[src/verilog/dtf_pkg.sv]
// dtf_pkg: shared constants and types for the display text and reading formatter
// assumes nothing beyond a SystemVerilog compiler
`default_nettype none
package dtf_pkg;
   localparam int MSG_LEN = 32;
   localparam logic [7:0] CHR_SPACE = 8'h20;
   localparam logic [7:0] CHR_HASH = 8'h23;
   localparam logic [7:0] CHR_ZERO = 8'h30;
   localparam logic [7:0] TERM_RST = 8'h0A;
   // reading format selections
   localparam logic [1:0] FMT_ASCII = 2'h0;
   localparam logic [1:0] FMT_SINGLE = 2'h1;
   localparam logic [1:0] FMT_DOUBLE = 2'h2;
   localparam logic [1:0] FMT_RST = 2'h0;
   localparam logic ORDER_SWAP_RST = 1'b1;
   localparam logic DISP_EN_RST = 1'b1;
   localparam logic TEXT_ON_RST = 1'b0;
   // single layout: sign, 8 exponent, 23 fraction; double: sign, 11, 52
   localparam int SGL_EXP_W = 8;
   localparam int SGL_FRAC_W = 23;
   localparam int DBL_EXP_W = 11;
   localparam int DBL_FRAC_W = 52;
   localparam logic [3:0] SGL_BYTES = 4'h4;
   localparam logic [3:0] DBL_BYTES = 4'h8;
   localparam logic [1:0] HDR_BYTES = 2'h2;
   typedef enum logic [2:0] {st_idle, st_hdr, st_elem, st_wait, st_term} dtf_state_e;
endpackage : dtf_pkg
`default_nettype wire

[src/verilog/dtf_msg_store.sv]
// dtf_msg_store: 32-character user message store with space padding
// assumes writes arrive one character at a time from the command parser
`timescale 1ns/10ps
`default_nettype none
module dtf_msg_store
   import dtf_pkg::*;
(
   // clock and reset
   input wire logic mclk,
   input wire logic rst,
   // message load
   input wire logic load_start,
   input wire logic load_char_vld,
   input wire logic [7:0] load_char,
   input wire logic load_end,
   input wire logic clear,
   // read port
   input wire logic [4:0] rd_idx,
   output logic [7:0] rd_char,
   output logic too_long
);
   logic [7:0] mem_r [MSG_LEN];
   logic [5:0] wr_cnt_r;
   logic loading_r;
   logic too_long_r;

   // fill, blank on load start, clear or power-up
   always_ff @(posedge mclk or posedge rst) begin
      if (rst) begin
         for (int i = 0; i < MSG_LEN; i++) mem_r[i] <= CHR_SPACE;
      end else if (clear || load_start) begin
         for (int i = 0; i < MSG_LEN; i++) mem_r[i] <= CHR_SPACE;
      end else if (loading_r && load_char_vld && wr_cnt_r < 6'(MSG_LEN)) begin
         mem_r[wr_cnt_r[4:0]] <= load_char;
      end
   end

   // count characters and track overflow
   always_ff @(posedge mclk or posedge rst) begin
      if (rst) begin
         wr_cnt_r <= 6'h00;
         loading_r <= 1'b0;
         too_long_r <= 1'b0;
      end else if (clear) begin
         wr_cnt_r <= 6'h00;
         loading_r <= 1'b0;
         too_long_r <= 1'b0;
      end else if (load_start) begin
         wr_cnt_r <= 6'h00;
         loading_r <= 1'b1;
         too_long_r <= 1'b0;
      end else begin
         if (loading_r && load_char_vld) begin
            if (wr_cnt_r == 6'(MSG_LEN)) too_long_r <= 1'b1;
            else wr_cnt_r <= wr_cnt_r + 6'h01;
         end
         if (load_end) loading_r <= 1'b0;
      end
   end

   assign rd_char = mem_r[rd_idx];
   assign too_long = too_long_r;
endmodule // dtf_msg_store
`default_nettype wire

[src/verilog/dtf_byte_sel.sv]
// dtf_byte_sel: picks one byte of a reading element in normal or reversed order
// assumes the element is held stable while bytes are taken
`timescale 1ns/10ps
`default_nettype none
module dtf_byte_sel
   import dtf_pkg::*;
(
   // element and selection
   input wire logic [63:0] elem,
   input wire logic dbl,
   input wire logic swap,
   input wire logic [2:0] idx,
   // selected byte
   output logic [7:0] byte_out
);
   logic [2:0] pos;
   logic [2:0] last;

   // byte 0 is the most significant byte of the element
   always_comb begin
      last = dbl ? 3'h7 : 3'h3;
      pos = swap ? (last - idx) : idx;
      if (dbl) byte_out = elem[8'(63 - 8 * int'(pos)) -: 8];
      else byte_out = elem[8'(31 - 8 * int'(pos)) -: 8];
   end
endmodule // dtf_byte_sel
`default_nettype wire

[src/verilog/dtf_top.sv]
// dtf_top: display enable, user text message and reading output formatter
// assumes a command parser upstream that decodes ASCII commands into strobes
// and a talker that takes bytes whenever out_ready is high
`timescale 1ns/10ps
`default_nettype none
// Operation
// - display enable command: 0 turns display off, 1 turns it on.
// - while display off, show blank and ignore panel keys except local.
// - display resumes on enable command or on entering local.
// - user message is 32 characters, top line wrapping to bottom.
// - short message padded with spaces to full length.
// - message over 32 characters is not shown.
// - power-up message is 32 spaces, shown if text mode on undefined.
// - indefinite block message eats rest of line; host places it last.
// - text mode 1 shows message, 0 removes it.
// - leaving remote cancels message and turns text mode off.
// - general reset leaves display state and message unchanged.
// - format and byte order apply only in exponential output format.
// - format is ASCII, single or double binary; reset gives ASCII.
// - commands accepted only as ASCII regardless of output format.
// - binary string begins with two header bytes hash and zero.
// - binary string ends with one terminator byte.
// - single element is four bytes: sign, 8 exponent, 23 fraction.
// - double element is 64 bits: sign, 11 exponent, 52 fraction.
// - byte order normal or reversed per element; reset gives reversed.
// - header sent once per conversion, never reordered.
// - ASCII output always normal order, reversed setting ignored.
module dtf_top
   import dtf_pkg::*;
(
   // clock and reset
   input wire logic mclk,
   input wire logic rst,
   // decoded commands (one-cycle strobes from the ASCII parser)
   input wire logic cmd_disp_en,
   input wire logic cmd_disp_val,
   input wire logic cmd_text_state,
   input wire logic cmd_text_val,
   input wire logic cmd_format,
   input wire logic [1:0] cmd_format_val,
   input wire logic cmd_border,
   input wire logic cmd_border_swap,
   input wire logic cmd_reset,
   input wire logic go_local,
   // message characters
   input wire logic msg_start,
   input wire logic msg_char_vld,
   input wire logic [7:0] msg_char,
   input wire logic msg_end,
   // front panel
   input wire logic [7:0] panel_keys,
   input wire logic local_key,
   output logic [7:0] panel_keys_ok,
   output logic local_req,
   // display read-out
   input wire logic [4:0] disp_idx,
   output logic disp_blank,
   output logic text_show,
   output logic [7:0] text_char,
   output logic disp_en,
   output logic text_on,
   // setup status
   input wire logic exp_format,
   output logic [1:0] fmt_eff,
   output logic swap_eff,
   // reading source
   input wire logic conv_start,
   input wire logic elem_vld,
   input wire logic elem_last,
   input wire logic [63:0] elem_data,
   input wire logic [7:0] term_char,
   output logic elem_ready,
   // byte output to bus talker
   input wire logic out_ready,
   output logic out_valid,
   output logic [7:0] out_data,
   output logic out_busy
);
   logic disp_en_r;
   logic text_on_r;
   logic [1:0] fmt_r;
   logic swap_r;
   dtf_state_e state_r;
   logic [63:0] elem_r;
   logic last_r;
   logic hdr_idx_r;
   logic [2:0] byte_idx_r;
   logic [7:0] out_data_r;
   logic out_valid_r;
   logic bin_dbl_r;
   logic swap_lat_r;
   logic [7:0] sel_byte;
   logic too_long;
   logic leave_remote;
   logic bin_sel;
   logic out_take;
   logic [2:0] elem_last_idx;
   logic [8:0] pin_s1_r;
   logic [8:0] pin_s2_r;
   logic [8:0] pin_s3_r;
   logic [8:0] pin_lvl_r;

   // true while a binary reading format is in force
   function automatic logic fmt_is_bin(input logic [1:0] fmt);
      return fmt != FMT_ASCII;
   endfunction

   // front-panel pins cross in through three stages: local key on top, keys below
   always_ff @(posedge mclk or posedge rst) begin
      if (rst) begin
         pin_s1_r <= 9'h000;
         pin_s2_r <= 9'h000;
         pin_s3_r <= 9'h000;
      end else begin
         pin_s1_r <= {local_key, panel_keys};
         pin_s2_r <= pin_s1_r;
         pin_s3_r <= pin_s2_r;
      end
   end

   // settled pin levels; a bit moves only once its second and third stages agree
   always_ff @(posedge mclk or posedge rst) begin
      if (rst) pin_lvl_r <= 9'h000;
      else pin_lvl_r <= (pin_s2_r & pin_s3_r) | (pin_lvl_r & (pin_s2_r | pin_s3_r));
   end

   // local key acts only once its pin has settled; a bus go-to-local acts at once
   assign leave_remote = go_local | pin_lvl_r[8];

   // display enable: power-up on, reset command has no effect
   always_ff @(posedge mclk or posedge rst) begin
      if (rst) disp_en_r <= DISP_EN_RST;
      else if (leave_remote) disp_en_r <= 1'b1;
      else if (cmd_disp_en) disp_en_r <= cmd_disp_val;
   end

   // text mode: leaving remote turns it off and cancels the message
   always_ff @(posedge mclk or posedge rst) begin
      if (rst) text_on_r <= TEXT_ON_RST;
      else if (leave_remote) text_on_r <= 1'b0;
      else if (cmd_text_state) text_on_r <= cmd_text_val;
   end

   // message store; cleared on leaving remote, kept over reset command
   dtf_msg_store u_msg (
      .mclk(mclk),
      .rst(rst),
      .load_start(msg_start), // block end comes from parser line end
      .load_char_vld(msg_char_vld),
      .load_char(msg_char),
      .load_end(msg_end),
      .clear(leave_remote),
      .rd_idx(disp_idx),
      .rd_char(text_char),
      .too_long(too_long)
   );

   // display outputs
   assign disp_en = disp_en_r;
   assign text_on = text_on_r;
   assign disp_blank = ~disp_en_r;
   assign text_show = text_on_r & ~too_long & disp_en_r;
   assign panel_keys_ok = disp_en_r ? pin_lvl_r[7:0] : 8'h00;
   // the local key stays live whatever the display shows
   assign local_req = pin_lvl_r[8];

   // format and order settings, reset command restores defaults
   // a format code of 3 names no format and is refused
   always_ff @(posedge mclk or posedge rst) begin
      if (rst) begin
         fmt_r <= FMT_RST;
         swap_r <= ORDER_SWAP_RST;
      end else if (cmd_reset) begin
         fmt_r <= FMT_RST;
         swap_r <= ORDER_SWAP_RST;
      end else begin
         if (cmd_format && cmd_format_val != 2'h3) fmt_r <= cmd_format_val;
         if (cmd_border) swap_r <= cmd_border_swap;
      end
   end

   // settings take effect only in exponential format; ASCII never swapped
   assign fmt_eff = exp_format ? fmt_r : FMT_ASCII;
   assign swap_eff = fmt_is_bin(fmt_eff) & swap_r;
   assign bin_sel = fmt_is_bin(fmt_eff);

   dtf_byte_sel u_sel (
      .elem(elem_r),
      .dbl(bin_dbl_r),
      .swap(swap_lat_r),
      .idx(byte_idx_r),
      .byte_out(sel_byte)
   );

   assign elem_last_idx = bin_dbl_r ? 3'(DBL_BYTES - 4'h1) : 3'(SGL_BYTES - 4'h1);
   assign out_take = out_valid_r & out_ready;
   assign elem_ready = (state_r == st_wait);

   // binary string sequencer: header, elements, terminator
   // layout and order are latched at the start so a setting change cannot tear a string
   always_ff @(posedge mclk or posedge rst) begin
      if (rst) begin
         state_r <= st_idle;
         hdr_idx_r <= 1'b0;
         byte_idx_r <= 3'h0;
         elem_r <= 64'h0;
         last_r <= 1'b0;
         bin_dbl_r <= 1'b0;
         swap_lat_r <= 1'b0;
      end else begin
         case (state_r)
            st_idle: begin
               if (conv_start && bin_sel) begin
                  bin_dbl_r <= (fmt_eff == FMT_DOUBLE);
                  swap_lat_r <= swap_eff;
                  hdr_idx_r <= 1'b0;
                  state_r <= st_hdr;
               end
            end
            st_hdr: begin
               if (out_take) begin
                  hdr_idx_r <= 1'b1;
                  if (hdr_idx_r) state_r <= st_wait;
               end
            end
            st_wait: begin
               if (elem_vld) begin
                  elem_r <= elem_data;
                  last_r <= elem_last;
                  byte_idx_r <= 3'h0;
                  state_r <= st_elem;
               end
            end
            st_elem: begin
               if (out_take) begin
                  byte_idx_r <= byte_idx_r + 3'h1;
                  if (byte_idx_r == elem_last_idx) begin
                     state_r <= last_r ? st_term : st_wait;
                  end
               end
            end
            st_term: begin
               if (out_take) state_r <= st_idle;
            end
            default: state_r <= st_idle;
         endcase
      end
   end

   // output byte register; header is fixed order regardless of swap
   // valid drops for at least one cycle after each take while the register reloads, except between the two header bytes
   always_ff @(posedge mclk or posedge rst) begin
      if (rst) begin
         out_valid_r <= 1'b0;
         out_data_r <= 8'h00;
      end else begin
         out_valid_r <= 1'b0;
         case (state_r)
            st_hdr: begin
               if (!(out_take && hdr_idx_r)) begin
                  out_valid_r <= 1'b1;
                  if (out_take) out_data_r <= CHR_ZERO;
                  else out_data_r <= hdr_idx_r ? CHR_ZERO : CHR_HASH;
               end
            end
            st_elem: begin
               out_valid_r <= 1'b1;
               out_data_r <= sel_byte;
               if (out_take) out_valid_r <= 1'b0;
            end
            st_term: begin
               out_valid_r <= ~out_take;
               out_data_r <= term_char;
            end
            default: out_valid_r <= 1'b0;
         endcase
      end
   end

   assign out_valid = out_valid_r;
   assign out_data = out_data_r;
   assign out_busy = (state_r != st_idle);

   // assertions: display and message
   a_blank_follows_en: assert property (@(posedge mclk) disable iff (rst)
      disp_blank == !disp_en_r) else $error("blank does not follow enable");
   a_panel_gated: assert property (@(posedge mclk) disable iff (rst)
      !disp_en_r |-> panel_keys_ok == 8'h00) else $error("panel key passed while display off");
   a_disp_cmd_sets: assert property (@(posedge mclk) disable iff (rst)
      (cmd_disp_en && !leave_remote) |=> disp_en_r == $past(cmd_disp_val))
      else $error("display command not applied");
   a_text_cmd_sets: assert property (@(posedge mclk) disable iff (rst)
      (cmd_text_state && !leave_remote) |=> text_on_r == $past(cmd_text_val))
      else $error("text mode command not applied");
   a_local_kills_text: assert property (@(posedge mclk) disable iff (rst)
      leave_remote |=> !text_on_r) else $error("text mode survives local");
   a_local_restores: assert property (@(posedge mclk) disable iff (rst)
      leave_remote |=> disp_en_r) else $error("display not restored by local");
   a_text_needs_fit: assert property (@(posedge mclk) disable iff (rst)
      too_long |-> !text_show) else $error("overlong message shown");
   a_reset_keeps_disp: assert property (@(posedge mclk) disable iff (rst)
      (cmd_reset && !cmd_disp_en && !leave_remote) |=> $stable(disp_en_r))
      else $error("reset command changed display");
   a_reset_keeps_text: assert property (@(posedge mclk) disable iff (rst)
      (cmd_reset && !cmd_text_state && !leave_remote) |=> $stable(text_on_r))
      else $error("reset command changed text mode");

   // assertions: reading formatter
   a_reset_fmt_ascii: assert property (@(posedge mclk) disable iff (rst)
      cmd_reset |=> (fmt_r == FMT_ASCII && swap_r)) else $error("reset defaults wrong");
   a_fmt_refused: assert property (@(posedge mclk) disable iff (rst)
      (cmd_format && cmd_format_val == 2'h3 && !cmd_reset) |=> $stable(fmt_r))
      else $error("unused format code accepted");
   a_ascii_no_swap: assert property (@(posedge mclk) disable iff (rst)
      (fmt_eff == FMT_ASCII) |-> !swap_eff) else $error("swap active in ASCII");
   a_noexp_ascii: assert property (@(posedge mclk) disable iff (rst)
      !exp_format |-> fmt_eff == FMT_ASCII) else $error("format active without exponential");
   a_ascii_no_start: assert property (@(posedge mclk) disable iff (rst)
      (state_r == st_idle && conv_start && !bin_sel) |=> state_r == st_idle)
      else $error("binary string started in ASCII");
   a_hdr_hash_first: assert property (@(posedge mclk) disable iff (rst)
      (state_r == st_idle && conv_start && bin_sel) |=> ##1 (out_valid && out_data == CHR_HASH))
      else $error("header does not start with hash");
   a_hdr_zero_next: assert property (@(posedge mclk) disable iff (rst)
      (state_r == st_hdr && out_take && !hdr_idx_r) |=> (out_valid && out_data == CHR_ZERO))
      else $error("header second byte not zero");
   a_order_latched: assert property (@(posedge mclk) disable iff (rst)
      (out_busy && $past(out_busy)) |-> ($stable(swap_lat_r) && $stable(bin_dbl_r)))
      else $error("byte order changed inside a string");
   a_out_holds: assert property (@(posedge mclk) disable iff (rst)
      (out_valid && !out_ready && state_r != st_term) |=> (out_valid && $stable(out_data)))
      else $error("byte dropped before taken");
   a_wait_quiet: assert property (@(posedge mclk) disable iff (rst)
      (state_r == st_wait || state_r == st_idle) |-> !out_valid) else $error("filler byte sent");
   a_term_one_byte: assert property (@(posedge mclk) disable iff (rst)
      (state_r == st_term && out_take) |=> state_r == st_idle) else $error("terminator repeated");
   a_term_data: assert property (@(posedge mclk) disable iff (rst)
      (state_r == st_term && out_valid) |-> out_data == term_char) else $error("terminator byte wrong");
endmodule // dtf_top
`default_nettype wire

[config.mk]
export PLATFORM = sky130hd
export DESIGN_NAME = dtf_top
export DESIGN_NICKNAME = d
export VERILOG_FILES = /design/src/verilog/dtf_pkg.sv /design/src/verilog/dtf_msg_store.sv /design/src/verilog/dtf_byte_sel.sv /design/src/verilog/dtf_top.sv
export SDC_FILE = /design/constraint.sdc
export NUM_CORES = 1
export LEC_CHECK = 0
export BUFFER_PORTS_ARGS = -buffer_cell sky130_fd_sc_hd__buf_2
export CAP_MARGIN = 10
export CORE_MARGIN = 2
export CORE_UTILIZATION = 42
export CTS_CLUSTER_SIZE = 20
export DETAILED_ROUTE_END_ITERATION = 8
export PLACE_DENSITY = 0.55
export SYNTH_ARGS = -nofsm -noshare
export SYNTH_HDL_FRONTEND = slang
export SYNTH_SLANG_ARGS = --single-unit
[constraint.sdc]
create_clock -name mclk -period 14.7 [get_ports mclk]
set_input_delay 2.94 -clock mclk [delete_from_list [all_inputs] [get_ports mclk]]
set_output_delay 2.94 -clock mclk [all_outputs]
set_load 0.05 [all_outputs]
==> impl_metrics.json <==
{
  "wirelength_um": 53500,
  "numCtsBuffers": 44,
  "slew_viol_final": 0,
  "antenna_found_initial": 7,
  "ctsLongestPathBuffers": 3,
  "path_delay_family": "multiplexers",
  "finalNonFillerCells": 2324,
  "place_inst": 2241,
  "seqPwrFrac_pct": 43.6,
  "yosysSeqAreaShare_pct": 52.4,
  "place_congestion": 0.839,
  "h-tree-depth": 2,
  "setup_viol": 0,
  "end_kind": "output pin",
  "dpl-instance-area_um2": 19800,
  "area_delta_synth_final_pct": 13.6,
  "layout_setup_ws_ns": 6.02,
  "whs_path_depth": 0,
  "setup-tns-final_ns": 0,
  "worst_hold_path_type": "register to register",
  "fin_skew_ns": 0.0277,
  "critPathMaxFanout": 49,
  "vias": 13429,
  "fin_util_pct": 48.1,
  "slew_headroom_pct": 28.7,
  "clockRootBuffer": "clkbuf_16",
  "design_power_total_mw": 2.99,
  "synth.distinct_cells": 48,
  "crit_chain": "buf_4 -> buf_4 -> mux4_2 -> mux4_2 -> mux2_2 -> buf_2",
  "worst_setup_path_start_kind": "input port",
  "place_ws_ns": 5.97,
  "yosysTopAreaCell": "dfrtp_1",
  "tightest_slew_ns": 1.07,
  "max_stage_delay_ns": 0.78,
  "yosysTopAreaCellShare_pct": 47.6,
  "hpwl_um": 34600,
  "grt_max_degree": 110,
  "period_needed_ns": 8.68,
  "cts_resized": 0,
  "status": "finished, final reports clean",
  "grt_pass1_vias": 13155,
  "critPathSlowestCell": "buf_4",
  "synth_nets": 1731,
  "synthFlopType": "dfrtp_1",
  "avgSynthCellArea_um2": 11.6,
  "drt-wirelength-per-cell_um": 23.0,
  "drt_pass1_iterations": 5,
  "pin_count": 150,
  "power_density_nw_per_um2": 142,
  "ys_ff_latch": 388,
  "clockPowerShare_pct": 35.6,
  "syn-cell-area_um2": 18600,
  "start_util_pct": 42.3,
  "path_clk_slew_ns": 0.05,
  "die_x_um": 214,
  "rsz0062_at_grt": "no",
  "period_share_pct": 59.0,
  "die_h_um": 214,
  "power_switching_mw": 0.892,
  "num-fill-cells": 4071,
  "worstSetupPathType": "input port to output pin",
  "grt_usage_pct": 23.5,
  "maxCapViolCount": 0,
  "portBuffers": 149,
  "cp.arrival_ns": 5.74,
  "p_sw_share_pct": 29.8,
  "rows": 77,
  "post_cts.repair.setup_buffers": 0,
  "p_comb_share_pct": 20.8,
  "fmax_mhz": 115,
  "hold_ws_ns": 0.345,
  "drc": 0,
  "async_flop_share_pct": 100,
  "rr_worst_depth": 8,
  "fin_nets": 1816,
  "via_per_inst": 5.78,
  "cts_hold_buf": 0,
  "cts_tree": "done",
  "dieArea_um2": 46000,
  "fp.coreArea_um2": 43900,
  "finalHoldViolCount": 0,
  "drtAntennaViolNets": 0,
  "synth_enable_flop_cells": 0,
  "drive_gt1_share_pct": 27.4,
  "p_int_mw": 2.10,
  "drt_iter0_markers": 1300,
  "leakagePower_nw": 8.33,
  "cp_num_buf_inv": 3,
  "crit_cells": 6,
  "postLayoutCellArea_um2": 21100,
  "grt_pass1_wl_um": 83000,
  "ys_top_cells_by_area": "dfrtp_1 (48%), mux4_2 (13%), mux2i_1 (6.1%)",
  "grt-ovfl-total": 0,
  "yosys_warnings": 0,
  "clock-sinks": 388,
  "insertion_delay_ns": 0.59,
  "yosysMostFrequentCell": "dfrtp_1",
  "synthTopCellsByCount": "dfrtp_1 (354), nand2_1 (200), nand3_1 (152)",
  "synthCells": 1610,
  "ir_worst_vdd_uv": 112,
  "crit_required_ns": 11.76
}
==> sequential cells by signal (all words and copies together) (netlist names) <==
register         count
pin_s2_r             9
elem_r              64
state_r              3
hdr_idx_r            1
pin_s1_r             9
u_msg.mem_r        256
pin_s3_r             9
fmt_r                2
bin_dbl_r            1
swap_lat_r           1
u_msg.too_long       1
out_data             8
last_r               1
u_msg.wr_cnt_r       6
pin_lvl_r            9
text_on              1
disp_en              1
u_msg.loading_r      1
byte_idx_r           3
out_valid            1
swap_r               1
==> cells in the final DEF, fill, tap and decap left out, drive strengths merged, types with 13 or more instances in the layout <==
cell | netlist | routed
a21oi | 149 | 149
mux2 | 74 | 74
inv | 11 | 13
mux2i | 113 | 113
nor2 | 132 | 132
buf | 34 | 170
and2 | 16 | 16
nand2 | 200 | 200
clkbuf | 97 | 69
mux4 | 108 | 108
dfrtp | 354 | 354
o21ai | 33 | 33
dfstp | 34 | 34
nand3 | 152 | 152
==> layer usage <==
layer,global-route usage [%],part of all wire (%)
met3,7.15,9.2
met2,32.7,43
met5,0,0.086
met1,35.6,46
met4,6.37,2.2
==> cell families (layout without fill, tap and decap cells) <==
kind of cell | Yosys count | in the layout | synth area share (%)
other | 0 | 1 | 0
AOI/OAI and AO/OA | 225 | 225 | 6.69
buffers and inverters | 142 | 263 | 3.12
xor gates and xnor gates | 8 | 8 | 0.377
DFF | 388 | 388 | 52.4
adders and majority gates | 15 | 15 | 0.888
and+or+nand+nor | 537 | 537 | 12.9
muxes | 295 | 295 | 23.6
==> power by group through the flow <==
| stage | clock (mW) | sequential, mW | combinational, mW |
|---|---|---|---|
| finish | 1.06 | 1.31 | 0.623 |
| CTS | 1.09 | 1.31 | 0.631 |
| detailed placement | 0 | 1.32 | 0.628 |
| floorplan | 0 | 1.31 | 0.479 |
| global route | 1.13 | 1.32 | 0.679 |
| global placement | 0 | 1.31 | 0.619 |
==> worst paths after layout <==
kind | start | endpoint | slack (ns)
max | disp_idx[0] | text_char[2] | 6.02
min | pin_s1_r[3] | pin_s2_r[3] | 0.34
max reg2reg | swap_lat_r | out_data[6] | 12.07
min reg2reg | pin_s1_r[3] | pin_s2_r[3] | 0.34
max in group asynchronous | rst | u_msg.mem_r[247] | 10.03
min in group asynchronous | rst | elem_r[14] | 2.51
==> cell type report <==
cell class                 count  area [um2]  share of cell area [%]
sequential                   388        9750                    46.1
multi-input combinational   1080        8310                    39.3
clock buffer                  69        1250                    5.94
timing repair buffer         170         906                    4.29
tap                          592         741                    3.50
clock inverter                13         123                   0.580
inverter                      11        48.8                   0.231
antenna                        1        2.50                  0.0118
No activity file was read; power rests on OpenSTA's default activity.
